File: config.mk
export PLATFORM = sky130hd
export DESIGN_NAME = uafm_core
export DESIGN_NICKNAME = d
export VERILOG_FILES = /design/src/uafm_pkg.sv /design/src/uafm_core.sv
export SDC_FILE = /design/constraint.sdc
export NUM_CORES = 1
export LEC_CHECK = 0
export BUFFER_PORTS_ARGS = -buffer_cell sky130_fd_sc_hd__buf_2
export CELL_PAD_IN_SITES_DETAIL_PLACEMENT = 1
export CELL_PAD_IN_SITES_GLOBAL_PLACEMENT = 1
export CORE_UTILIZATION = 40
export DETAILED_ROUTE_END_ITERATION = 10
export PLACE_DENSITY = 0.82
export SKIP_LAST_GASP = 1
export SLEW_MARGIN = 20
export SYNTH_ARGS = -nofsm -noshare
export SYNTH_HDL_FRONTEND = slang
export SYNTH_SLANG_ARGS = --single-unit
export TNS_END_PERCENT = 30
File: constraint.sdc
create_clock -name CORE_CLK_I -period 3.35 [get_ports CORE_CLK_I]
set_input_delay 0.8375 -clock CORE_CLK_I [delete_from_list [all_inputs] [get_ports CORE_CLK_I]]
set_output_delay 0.8375 -clock CORE_CLK_I [all_outputs]
set_load 0.01 [all_outputs]
File: src/uafm_pkg.sv
// Package: register map, field positions, reset values and state types of the enhanced serial port
package uafm_pkg;

   // ----------------------------------------------------------------
   // Register indices (byte address is four times the index)
   // ----------------------------------------------------------------
   localparam logic [7:0]  IDX_POWER_CTRL  = 8'h87;
   localparam logic [7:0]  IDX_SERIAL_CTRL = 8'h98;
   localparam logic [7:0]  IDX_SERIAL_DATA = 8'h99;
   localparam logic [7:0]  IDX_SLAVE_ADDR  = 8'ha9;
   localparam logic [7:0]  IDX_SLAVE_MASK  = 8'haa;
   localparam logic [7:0]  IDX_T2_CTRL     = 8'hc8;
   localparam logic [7:0]  IDX_T2_RELOAD   = 8'hcb;
   localparam logic [7:0]  IDX_T2_COUNT    = 8'hcc;
   localparam logic [7:0]  IDX_INT_STATUS  = 8'hf0;
   localparam logic [7:0]  IDX_INT_MASK    = 8'hf1;
   localparam int          ADDR_W          = 12;

   // ----------------------------------------------------------------
   // Reset values, field positions and timing
   // ----------------------------------------------------------------
   localparam logic [7:0]  RST_BYTE        = 8'h00;
   localparam logic [15:0] RST_WORD        = 16'h0000;
   localparam logic [15:0] T2_TOP          = 16'hffff;
   localparam logic [3:0]  SAMPLE_MID      = 4'h7;
   localparam logic [3:0]  SAMPLE_LAST     = 4'hf;
   localparam logic [3:0]  DATA_BITS       = 4'h8;
   localparam int          EV_RX_DONE      = 0;
   localparam int          EV_TX_DONE      = 1;
   localparam int          EV_FRAME_ERR    = 2;
   localparam int          EV_T2_OVF       = 3;
   localparam int          EV_T2_EXT       = 4;
   localparam int          EV_W            = 5;

   // Serial modes {mode bit 0, mode bit 1}
   localparam logic [1:0]  MODE_SHIFT      = 2'h0;
   localparam logic [1:0]  MODE_ASYNC8     = 2'h1;
   localparam logic [1:0]  MODE_ASYNC9F    = 2'h2;

   // Byte address of a register index
   function automatic logic [ADDR_W-1:0] byte_addr(input logic [7:0] idx);
      byte_addr = {2'h0, idx, 2'h0};
   endfunction

   // ----------------------------------------------------------------
   // State types
   // ----------------------------------------------------------------
   typedef enum logic [4:0] {
      LN_IDLE  = 5'h01,
      LN_START = 5'h02,
      LN_DATA  = 5'h04,
      LN_NINTH = 5'h08,
      LN_STOP  = 5'h10
   } uafm_line_st_t;

   typedef struct packed {
      logic mode_bit0;
      logic mode_bit1;
      logic multiproc_enable;
      logic rx_enable;
      logic tx_ninth;
      logic rx_ninth;
      logic transmit_done_flag;
      logic receive_done_flag;
      logic framing_error_flag;
   } uafm_serial_ctrl_t;

   typedef struct packed {
      logic t2_overflow_flag;
      logic t2_ext_flag;
      logic rx_clock_select;
      logic tx_clock_select;
      logic ext_trigger_enable;
      logic t2_run;
      logic t2_counter_select;
      logic capture_reload_select;
   } uafm_t2_ctrl_t;

   typedef struct packed {
      uafm_serial_ctrl_t sc;
      logic              double_rate;
      logic              frame_error_select;
      uafm_t2_ctrl_t     t2c;
      logic [7:0]        slave_address;
      logic [7:0]        slave_address_mask;
      logic [7:0]        rx_data;
      logic [15:0]       t2_count;
      logic [15:0]       t2_reload;
      logic [EV_W-1:0]   int_stat;
      logic [EV_W-1:0]   int_mask;
      logic              irq;
      logic              trig_prev;
      logic              t2pin_prev;
      logic [1:0]        fix_div;
      logic              rx_half;
      logic              tx_half;
      uafm_line_st_t     rx_st;
      logic [3:0]        rx_cnt;
      logic [3:0]        rx_bits;
      logic [7:0]        rx_shift;
      logic              rx_bit9;
      uafm_line_st_t     tx_st;
      logic [3:0]        tx_cnt;
      logic [3:0]        tx_bits;
      logic [8:0]        tx_shift;
      logic              txd;
      logic              pready;
      logic              pslverr;
      logic [31:0]       prdata;
   } uafm_state_t;

endpackage

File: src/uafm_core.sv
// Enhanced serial port: framing check, address recognition, baud source select, timer 2, APB slave
//
// What this block does
// - Framing check only modes 1-3, select set
// - Invalid stop bit sets framing error flag
// - Framing error sticky until software or reset
// - Framing check on: receive done at stop
// - Multiproc: receive done only on address match
// - Mode 1 multiproc: match plus valid stop
// - Multiproc enable ignored in mode 0
// - Given address: masked bits must equal
// - Broadcast: address OR mask, zeros ignored
// - Reset clears address and mask registers
// - Modes 1,3 rx clock timer1/timer2 select
// - Modes 1,3 tx clock timer1/timer2 select
// - Timer2 flag set only when not baud
// - Baud use forces timer2 auto-reload
// - Trigger falling edge acts only if enabled
// - Full duplex; independent baud rates in modes 1,3 only
// - Control bit 7 is flag or mode bit
//
// The implementer's own choice: register access over APB.
`timescale 1ns/1ps
`default_nettype none
module uafm_core
   import uafm_pkg::*;
(
   // Clock and reset
   input  wire logic              CORE_CLK_I,
   input  wire logic              RESET_N_I,
   // APB slave
   input  wire logic              PSEL_I,
   input  wire logic              PENABLE_I,
   input  wire logic              PWRITE_I,
   input  wire logic [ADDR_W-1:0] PADDR_I,
   input  wire logic [31:0]       PWDATA_I,
   output logic [31:0]            PRDATA_O,
   output logic                   PREADY_O,
   output logic                   PSLVERR_O,
   // Serial line and timer pins
   input  wire logic              RXD_I,
   output logic                   TXD_O,
   input  wire logic              T1_OVF_I,
   input  wire logic              T2_COUNT_I,
   input  wire logic              T2_EXT_TRIG_I,
   // Interrupt
   output logic                   IRQ_O
);

   // ----------------------------------------------------------------
   // Helpers
   // ----------------------------------------------------------------

   // Given or broadcast address hit; zero mask bits are don't-care in the given address, zero bits of address OR mask in broadcast
   function automatic logic addr_hit(input logic [7:0] rx, input logic [7:0] adr, input logic [7:0] msk);
      logic [7:0] bcast;
      bcast = adr | msk;
      addr_hit = (((rx ^ adr) & msk) == 8'h00)
               || (((rx ^ bcast) & bcast) == 8'h00);
   endfunction

   // Pick the baud source for one direction in modes 1 and 3
   function automatic logic baud_src(input logic use_t2, input logic t2_ovf, input logic t1_ovf);
      baud_src = use_t2 ? t2_ovf : t1_ovf;
   endfunction

   uafm_state_t s_reg;
   uafm_state_t s_next;

   // ----------------------------------------------------------------
   // Next-state logic
   // ----------------------------------------------------------------
   always_comb
   begin
      logic [1:0]      mode;
      logic            fe_en;
      logic            mp_on;
      logic            t2_tick;
      logic            t2_baud;
      logic            t2_ovf;
      logic            ext_ev;
      logic            src_rx;
      logic            src_tx;
      logic            fix_tick;
      logic            rx_tick;
      logic            tx_tick;
      logic            setup;
      logic            acc;
      logic            wr;
      logic [7:0]      idx;
      logic [7:0]      wb;
      logic            tx_go;
      logic            fin;
      logic            stop_known;
      logic            stop_bit;
      logic            accept;
      logic [EV_W-1:0] ev;
      logic [31:0]     rd;
      logic            hit;
      mode       = 2'h0;
      fe_en      = 1'b0;
      mp_on      = 1'b0;
      t2_tick    = 1'b0;
      t2_baud    = 1'b0;
      t2_ovf     = 1'b0;
      ext_ev     = 1'b0;
      src_rx     = 1'b0;
      src_tx     = 1'b0;
      fix_tick   = 1'b0;
      rx_tick    = 1'b0;
      tx_tick    = 1'b0;
      tx_go      = 1'b0;
      fin        = 1'b0;
      stop_known = 1'b0;
      stop_bit   = 1'b0;
      accept     = 1'b0;
      ev         = '0;
      rd         = 32'h0000_0000;
      hit        = 1'b1;
      s_next     = s_reg;

      mode    = {s_reg.sc.mode_bit0, s_reg.sc.mode_bit1};
      fe_en   = s_reg.frame_error_select && (mode != MODE_SHIFT);
      mp_on   = s_reg.sc.multiproc_enable && (mode != MODE_SHIFT);
      setup   = PSEL_I && !PENABLE_I;
      acc     = PSEL_I && PENABLE_I && s_reg.pready;
      wr      = acc && PWRITE_I;
      idx     = PADDR_I[9:2];
      wb      = PWDATA_I[7:0];

      // Software writes; hardware sets further down win over these clears
      if (wr)
      begin
         case (idx)
            IDX_SERIAL_CTRL:
            begin
               if (s_reg.frame_error_select)
                  s_next.sc.framing_error_flag = wb[7];
               else
                  s_next.sc.mode_bit0 = wb[7];
               {s_next.sc.mode_bit1, s_next.sc.multiproc_enable, s_next.sc.rx_enable,
                s_next.sc.tx_ninth, s_next.sc.rx_ninth, s_next.sc.transmit_done_flag,
                s_next.sc.receive_done_flag} = wb[6:0];
            end
            IDX_SERIAL_DATA: tx_go = 1'b1;
            IDX_POWER_CTRL:  {s_next.double_rate, s_next.frame_error_select} = wb[7:6];
            IDX_SLAVE_ADDR:  s_next.slave_address = wb;
            IDX_SLAVE_MASK:  s_next.slave_address_mask = wb;
            IDX_T2_CTRL:     s_next.t2c = wb;
            IDX_T2_RELOAD:   s_next.t2_reload = PWDATA_I[15:0];
            IDX_T2_COUNT:    s_next.t2_count = PWDATA_I[15:0];
            IDX_INT_MASK:    s_next.int_mask = PWDATA_I[EV_W-1:0];
            default:         s_next.t2_reload = s_next.t2_reload;
         endcase
      end

      // Timer 2: counting, overflow, reload and external trigger
      t2_baud = s_reg.t2c.rx_clock_select || s_reg.t2c.tx_clock_select;
      t2_tick = s_reg.t2c.t2_run
             && (!s_reg.t2c.t2_counter_select || (s_reg.t2pin_prev && !T2_COUNT_I));
      t2_ovf  = t2_tick && (s_reg.t2_count == T2_TOP);
      if (t2_ovf)
         s_next.t2_count = (t2_baud || !s_reg.t2c.capture_reload_select)
                         ? s_reg.t2_reload : RST_WORD;
      else if (t2_tick)
         s_next.t2_count = s_reg.t2_count + 16'h0001;
      ext_ev = s_reg.trig_prev && !T2_EXT_TRIG_I
            && s_reg.t2c.ext_trigger_enable && !t2_baud;
      if (ext_ev)
      begin
         if (s_reg.t2c.capture_reload_select)
            s_next.t2_reload = s_reg.t2_count;
         else
            s_next.t2_count = s_reg.t2_reload;
         s_next.t2c.t2_ext_flag = 1'b1;
      end
      if (t2_ovf && !t2_baud)
         s_next.t2c.t2_overflow_flag = 1'b1;
      s_next.trig_prev  = T2_EXT_TRIG_I;
      s_next.t2pin_prev = T2_COUNT_I;

      // Sample ticks, 16 per bit; in modes 1 and 3 each direction keeps its own source
      s_next.fix_div = s_reg.fix_div + 2'h1;
      fix_tick = s_reg.double_rate ? s_reg.fix_div[0] : (&s_reg.fix_div);
      src_rx = baud_src(s_reg.t2c.rx_clock_select, t2_ovf, T1_OVF_I);
      src_tx = baud_src(s_reg.t2c.tx_clock_select, t2_ovf, T1_OVF_I);
      if (src_rx)
         s_next.rx_half = !s_reg.rx_half;
      if (src_tx)
         s_next.tx_half = !s_reg.tx_half;
      case (mode)
         MODE_SHIFT:
         begin
            rx_tick = 1'b1;
            tx_tick = 1'b1;
         end
         MODE_ASYNC9F:
         begin
            rx_tick = fix_tick;
            tx_tick = fix_tick;
         end
         default:
         begin
            rx_tick = src_rx && (s_reg.double_rate || s_reg.rx_half);
            tx_tick = src_tx && (s_reg.double_rate || s_reg.tx_half);
         end
      endcase

      // Receiver; runs alongside the transmitter
      if (rx_tick)
      begin
         s_next.rx_cnt = s_reg.rx_cnt + 4'h1;
         case (s_reg.rx_st)
            LN_IDLE:
            begin
               s_next.rx_cnt = 4'h0;
               if (s_reg.sc.rx_enable && !RXD_I)
                  s_next.rx_st = (mode == MODE_SHIFT) ? LN_DATA : LN_START;
               s_next.rx_bits = 4'h0;
            end
            LN_START:
            begin
               // A start bit that is high again at mid-bit was a glitch
               if (s_reg.rx_cnt == SAMPLE_MID && RXD_I)
                  s_next.rx_st = LN_IDLE;
               else if (s_reg.rx_cnt == SAMPLE_LAST)
                  s_next.rx_st = LN_DATA;
            end
            LN_DATA:
            begin
               if (s_reg.rx_cnt == SAMPLE_MID)
               begin
                  s_next.rx_shift = {RXD_I, s_reg.rx_shift[7:1]};
                  s_next.rx_bits  = s_reg.rx_bits + 4'h1;
               end
               if (s_reg.rx_cnt == SAMPLE_LAST && s_reg.rx_bits == DATA_BITS)
               begin
                  if (mode == MODE_SHIFT)
                  begin
                     fin = 1'b1;
                     s_next.rx_st = LN_IDLE;
                  end
                  else
                     s_next.rx_st = (mode == MODE_ASYNC8) ? LN_STOP : LN_NINTH;
               end
            end
            LN_NINTH:
            begin
               if (s_reg.rx_cnt == SAMPLE_MID)
               begin
                  s_next.rx_bit9 = RXD_I;
                  // Without framing check the frame ends at its last data bit
                  if (!fe_en)
                  begin
                     fin = 1'b1;
                     s_next.rx_st = LN_IDLE;
                  end
               end
               else if (s_reg.rx_cnt == SAMPLE_LAST)
                  s_next.rx_st = LN_STOP;
            end
            LN_STOP:
            begin
               if (s_reg.rx_cnt == SAMPLE_MID)
               begin
                  fin = 1'b1;
                  stop_known = 1'b1;
                  stop_bit = RXD_I;
                  s_next.rx_st = LN_IDLE;
               end
            end
            default: s_next.rx_st = LN_IDLE;
         endcase
      end

      // Frame completion: framing check, address filter, receive done
      if (fin)
      begin
         hit = addr_hit(s_reg.rx_shift, s_reg.slave_address, s_reg.slave_address_mask);
         if (fe_en && stop_known && !stop_bit)
         begin
            s_next.sc.framing_error_flag = 1'b1;
            ev[EV_FRAME_ERR] = 1'b1;
         end
         case (mode)
            MODE_SHIFT:  accept = 1'b1;
            MODE_ASYNC8: accept = !mp_on || (stop_bit && hit);
            default:     accept = !mp_on || (s_reg.rx_bit9 && hit);
         endcase
         // A frame arriving while receive done is still set is lost
         if (accept && !s_reg.sc.receive_done_flag)
         begin
            s_next.rx_data = s_reg.rx_shift;
            if (mode == MODE_ASYNC8)
               s_next.sc.rx_ninth = stop_bit;
            else if (mode != MODE_SHIFT)
               s_next.sc.rx_ninth = s_reg.rx_bit9;
            s_next.sc.receive_done_flag = 1'b1;
            ev[EV_RX_DONE] = 1'b1;
         end
      end

      // Transmitter; a data write while busy is ignored
      if (tx_go && s_reg.tx_st == LN_IDLE)
      begin
         s_next.tx_shift = {s_reg.sc.tx_ninth, wb};
         s_next.tx_cnt   = 4'h0;
         s_next.tx_bits  = 4'h0;
         s_next.tx_st    = (mode == MODE_SHIFT) ? LN_DATA : LN_START;
         s_next.txd      = (mode == MODE_SHIFT) ? wb[0] : 1'b0;
      end
      else if (tx_tick && s_reg.tx_st != LN_IDLE)
      begin
         s_next.tx_cnt = s_reg.tx_cnt + 4'h1;
         if (s_reg.tx_cnt == SAMPLE_LAST)
         begin
            case (s_reg.tx_st)
               LN_START:
               begin
                  s_next.tx_st = LN_DATA;
                  s_next.txd   = s_reg.tx_shift[0];
               end
               LN_DATA:
               begin
                  s_next.tx_bits  = s_reg.tx_bits + 4'h1;
                  s_next.tx_shift = {1'b0, s_reg.tx_shift[8:1]};
                  s_next.txd      = s_reg.tx_shift[1];
                  if (s_reg.tx_bits == DATA_BITS - 4'h1)
                  begin
                     if (mode == MODE_SHIFT)
                     begin
                        s_next.tx_st = LN_IDLE;
                        s_next.txd   = 1'b1;
                        s_next.sc.transmit_done_flag = 1'b1;
                        ev[EV_TX_DONE] = 1'b1;
                     end
                     else if (mode == MODE_ASYNC8)
                     begin
                        s_next.tx_st = LN_STOP;
                        s_next.txd   = 1'b1;
                        s_next.sc.transmit_done_flag = 1'b1;
                        ev[EV_TX_DONE] = 1'b1;
                     end
                     else
                        s_next.tx_st = LN_NINTH;
                  end
               end
               LN_NINTH:
               begin
                  s_next.tx_st = LN_STOP;
                  s_next.txd   = 1'b1;
                  s_next.sc.transmit_done_flag = 1'b1;
                  ev[EV_TX_DONE] = 1'b1;
               end
               default:
               begin
                  s_next.tx_st = LN_IDLE;
                  s_next.txd   = 1'b1;
               end
            endcase
         end
      end

      // Sticky interrupt status: read clears, a new event in the same cycle wins
      ev[EV_T2_OVF] = t2_ovf && !t2_baud;
      ev[EV_T2_EXT] = ext_ev;
      if (acc && !PWRITE_I && idx == IDX_INT_STATUS)
         s_next.int_stat = '0;
      s_next.int_stat = s_next.int_stat | ev;
      s_next.irq = |(s_next.int_stat & s_next.int_mask);

      // APB read data captured in setup; ready raised for the access cycle
      hit = 1'b1;                                                  // Frame filter above reuses this variable
      case (idx)
         IDX_SERIAL_CTRL:
            rd[7:0] = {s_reg.frame_error_select ? s_reg.sc.framing_error_flag : s_reg.sc.mode_bit0,
                       s_reg.sc.mode_bit1, s_reg.sc.multiproc_enable, s_reg.sc.rx_enable,
                       s_reg.sc.tx_ninth, s_reg.sc.rx_ninth, s_reg.sc.transmit_done_flag,
                       s_reg.sc.receive_done_flag};
         IDX_SERIAL_DATA: rd[7:0]      = s_reg.rx_data;
         IDX_POWER_CTRL:  rd[7:6]      = {s_reg.double_rate, s_reg.frame_error_select};
         IDX_SLAVE_ADDR:  rd[7:0]      = s_reg.slave_address;
         IDX_SLAVE_MASK:  rd[7:0]      = s_reg.slave_address_mask;
         IDX_T2_CTRL:     rd[7:0]      = s_reg.t2c;
         IDX_T2_RELOAD:   rd[15:0]     = s_reg.t2_reload;
         IDX_T2_COUNT:    rd[15:0]     = s_reg.t2_count;
         IDX_INT_STATUS:  rd[EV_W-1:0] = s_reg.int_stat;
         IDX_INT_MASK:    rd[EV_W-1:0] = s_reg.int_mask;
         default:         hit          = 1'b0;
      endcase
      if (PADDR_I[ADDR_W-1:10] != 2'h0 || PADDR_I[1:0] != 2'h0)
         hit = 1'b0;
      // Error stands only beside ready; read data holds until the next setup
      s_next.pready  = setup;
      s_next.pslverr = setup && !hit;
      if (setup)
         s_next.prdata = hit ? rd : 32'h0000_0000;
   end

   // ----------------------------------------------------------------
   // State register
   // ----------------------------------------------------------------
   always_ff @(posedge CORE_CLK_I or negedge RESET_N_I)
   begin
      if (!RESET_N_I)
      begin
         s_reg                    <= '0;
         s_reg.slave_address      <= RST_BYTE;
         s_reg.slave_address_mask <= RST_BYTE;
         s_reg.rx_st              <= LN_IDLE;
         s_reg.tx_st              <= LN_IDLE;
         s_reg.txd                <= 1'b1;
         s_reg.trig_prev          <= 1'b1;
         s_reg.t2pin_prev         <= 1'b1;
      end
      else
         s_reg <= s_next;
   end

   // Outputs straight from the state register
   assign PRDATA_O  = s_reg.prdata;
   assign PREADY_O  = s_reg.pready;
   assign PSLVERR_O = s_reg.pslverr;
   assign TXD_O     = s_reg.txd;
   assign IRQ_O     = s_reg.irq;

endmodule
`default_nettype wire

==> results <==
- The worst hold path belongs to the class primary input to asynchronous set/reset pin.
- Wire segments on met2 add up to 12400 µm in the final route.
- The number of warnings reported in the yosys synthesis log is 0.
- The nature of the critical path startpoint is a flip-flop.
- Adding up every negative setup slack in the final design gives 0 ns.
- The static power due to leakage is 4.299 nW.
- 89 I/O pins were placed.
- The area of the die is around 22000 µm².
- The worst setup timing slack at the placement stage is 0.2999 ns.
- The buffers inserted during post-CTS setup optimization is 0.
- The clock tree skew after final layout is around 0.011 ns.
- The switching share of total power is 0.2730.
- The detailed router put a total of 11340 µm of wire on met1.
- The width of the chip is around 150 µm.
- In the final design database the tool counted just under 1000 nets.
- The synthesized netlist contains 75 unique library cells.
- The final max-slew violation count was 0.
- Entering global routing, the biggest net connects a little over 60 pins.
- The summed instance area of the synthesized netlist is 8503 µm².
- The combinational power share is 0.109.
- The critical path start-end classification is flip-flop to flip-flop.
- Clock-pin slew was measured on the worst setup and hold paths at around 0.070 ns.
- The final route contains 7311 vias.
- The half-perimeter wire length of the detailed placement result is 18500 µm.
- The post-cts repair resize count is 0.
- In this run the top signal layer used is met4.
- The power per cell area is 470.9 nW/µm².
- From synthesis to final layout, the design area changed by 12.89%.
- Traced cell by cell, the critical path runs through ha_1, nor4bb_1, o2111ai_1, a41oi_1, o2111ai_1, or3_1, buf_4, o21ai_0.
- The number of enable flip-flop cells after synthesis is 0.
- The clock insertion delay at the later pin of the skew report is 0.43 ns.
- The flow ran to the end, and the final reports show no timing, DRC or antenna violations.
- Along the worst path, the maximum fanout reaches 9.
- The biggest cell delay along the critical path is 0.56 ns.
- The number of search-and-repair iterations in the first detailed-routing pass is 5.
- The share of total power dissipated in the clock network is 0.430.
- The first global-routing pass estimated between 40000 and 50000 µm of wire.
- The worst slew slack as a fraction of its limit is 0.5067.
- The register with the most flip-flops in the layout has between 100 and 150 of them.
- The met3 routed wirelength is ~1600 µm.
- Grouping stages by cell kind, the critical path spends the most delay in simple AND/OR/NAND/NOR gates.
- For this block, the initial DRC count from the detailed router was between 600 and 700.
- The core footprint is 20560 µm².
- The number of buffers added to fix hold violations after cts is 0.
- In the final layout, the share of cells above drive strength 1 is 0.2119.
- The floorplan row count is 52.
- TritonCTS created 17 clock buffers.
- The critical path's slowest cell is or3_1.
- The DRC violation count after routing is 0.
- The part of the total power dissipated in sequential elements is 0.461.
- The mean routed wirelength per cell is 21.87 µm.
- The count of clock tree sinks is between 150 and 200.
- For this configuration, the core starts out at a cell density of 0.4136.
- The average instance area after synthesis is 9.830 µm².
- The detail route stage leaves a number of antenna-violating nets equal to 0.
- The congestion estimate from routability-driven global placement came to 0.8607.
- For the pin with the worst max-slew slack, the measured transition is 0.7360 ns.
- The routed via count divided by cell count is 6.118.
- The power spent charging and discharging nets is 0.001234 W.
- The H-tree level count is 4.
- STA puts the critical path data required time at 3.70 ns.
- In the post-route analysis, the smallest setup slack over all paths is 0.4040 ns.
- By instance count, the cell type seen most on the critical path is o2111ai_1.
- The share of async-settable or async-resettable flops after synthesis is 1.000.
- Setup violations remaining at the end of the flow were counted as 0.
- In this run the deepest clock path goes through 2 buffers.
- The total routed wirelength is about 26000 µm.
- The total grt overflow is 0.
- The core occupancy in the finished layout is 0.4669.
- The repair_antennas step left the layout with diodes totalling 0.
- The main flop type after synthesis is dfrtp_1.
- The cell at the root of the clock tree is clkbuf_16.
- The flop and latch count out of synthesis is 155.
- Subtracting the final worst setup slack from the clock period gives 2.946 ns.
- The clock tree from TritonCTS is done.
- Input and output buffers added on the ports amount to 56.
- The gate count of the mapped netlist is 865.
- The final total power is 0.004520 W.
- The final-report hold violation count is 0.
- The tightest hold path in the finished design has a slack of 0.3856 ns.
- For this run, the top clock speed supported by timing is 339.4 MHz.
- The initial antenna violation count is 0.
- The max capacitance violation total is 0.
- The internal power contribution is 0.003286 W.
- The die is around 150 µm tall.
- The number of global-route vias before repair came to 7559.
- The sequential cell area fraction in the yosys report is 0.4569.
- The worst setup path is captured at a flip-flop.
- The number of buffers and inverters on the critical path is 1.
- The signal arrival time at the worst endpoint is 3.29 ns.
- Setup repair after global routing left no endpoint under its margin.
- Dividing the final minimum period by the clock period gives 0.8794.
- The worst-case IR drop observed on VDD is 0.2701 mV.
- The overall routing resource usage is 0.2501.
- The number of fill cells in the layout is approximately 2300.
[cell type report]
| type | count | area (µm²) | area share |
|---|---|---|---|
| Inverter | 13 | 48.80 | 0.005083 |
| Clock buffer | 19 | 442.9 | 0.04614 |
| Multi-Input combinational cell | 637 | 4203 | 0.4378 |
| Sequential cell | 155 | 3885 | 0.4047 |
| Clock inverter | 13 | 142.6 | 0.01486 |
| Tap cell | 270 | 337.8 | 0.03519 |
| Timing Repair Buffer | 88 | 539.3 | 0.05618 |
[cell usage in the layout, fill, tap and decap left out, drive strengths merged, types with 5 or more instances in the layout]
master,n
a21oi,38
a221oi,8
a222oi,6
a22oi,27
a31oi,12
and2,10
and3,17
and4,6
buf,88
clkbuf,19
clkinv,7
conb,16
dfrtp,150
dfstp,5
ha,7
inv,15
mux2,58
mux2i,27
nand2,87
nand2b,11
nand3,30
nand4,12
nor2,50
nor2b,8
nor3,11
o21ai,77
o2bb2ai,7
o31ai,11
or3,6
or4,7
xor2,8
[through the flow]
step	std cells	instance area [µm²]
finish	1195	9599
detailed placement	1163	9014
floorplan	880	8559
global route	1195	9599
global placement	1163	9014
CTS	1195	9599
[cell families after synthesis]
logic type,synth area share
multiplexers,0.1086
other,0.0004410
AO/OA/AOI/OAI,0.1833
flip-flops,0.4569
adder cells (fa/ha/maj),0.01030
AND/OR/NAND/NOR,0.1733
XOR/XNOR,0.01133
buffers and inverters,0.05577
[metal layers]
layer / global-route usage / vias up
met4: 0.1057 / 0
met1: 0.3296 / 3713
li1: - / 3269
met2: 0.4012 / 270
met3: 0.04938 / 59
met5: 0 / -
[synth_stat cells (8+ instances only)]
library cell | count | area share
a21oi_1 | 37 | 0.022
a221oi_1 | 8 | 0.0082
a22oi_1 | 27 | 0.024
a31oi_1 | 12 | 0.0088
and2_1 | 10 | 0.0074
and3_1 | 17 | 0.013
buf_2 | 9 | 0.0053
buf_4 | 33 | 0.029
clkbuf_1 | 30 | 0.013
dfrtp_1 | 150 | 0.44
inv_1 | 13 | 0.0057
mux2_2 | 58 | 0.077
mux2i_1 | 27 | 0.032
nand2_1 | 87 | 0.038
nand2b_1 | 11 | 0.0081
nand3_1 | 30 | 0.018
nand4_1 | 12 | 0.0088
nor2_1 | 50 | 0.022
nor2b_1 | 8 | 0.0059
nor3_1 | 10 | 0.0059
o21ai_0 | 75 | 0.044
o31ai_1 | 11 | 0.0097
xor2_1 | 8 | 0.0082
[path summary, 6_finish.rpt]
path / start / to / slack, ns / depth (start not counted)
setup / recovery: s_reg[70] / s_reg[165] / 0.40 / 8
hold / removal: RESET_N_I / s_reg[164] / 0.39 / 1
setup reg to reg: s_reg[70] / s_reg[165] / 0.40 / 8
hold reg to reg: s_reg[81] / s_reg[81] / 0.46 / 1
max in group asynchronous: RESET_N_I / s_reg[74] / 2.20 / 2
min in group CORE_CLK_I: s_reg[81] / s_reg[81] / 0.46 / 1
[power by group through the flow]
stage	registers [W]	logic, W	clock network (W)
4_1_cts	0.00208	0.000495	0.00196
2_1_floorplan	0.00208	0.000349	0
3_5_place_dp	0.00212	0.000491	0
3_3_place_gp	0.00211	0.000467	0
6_report	0.00209	0.000491	0.00194
5_1_grt	0.00210	0.000552	0.00204
Power figures use the tool's default switching activity.
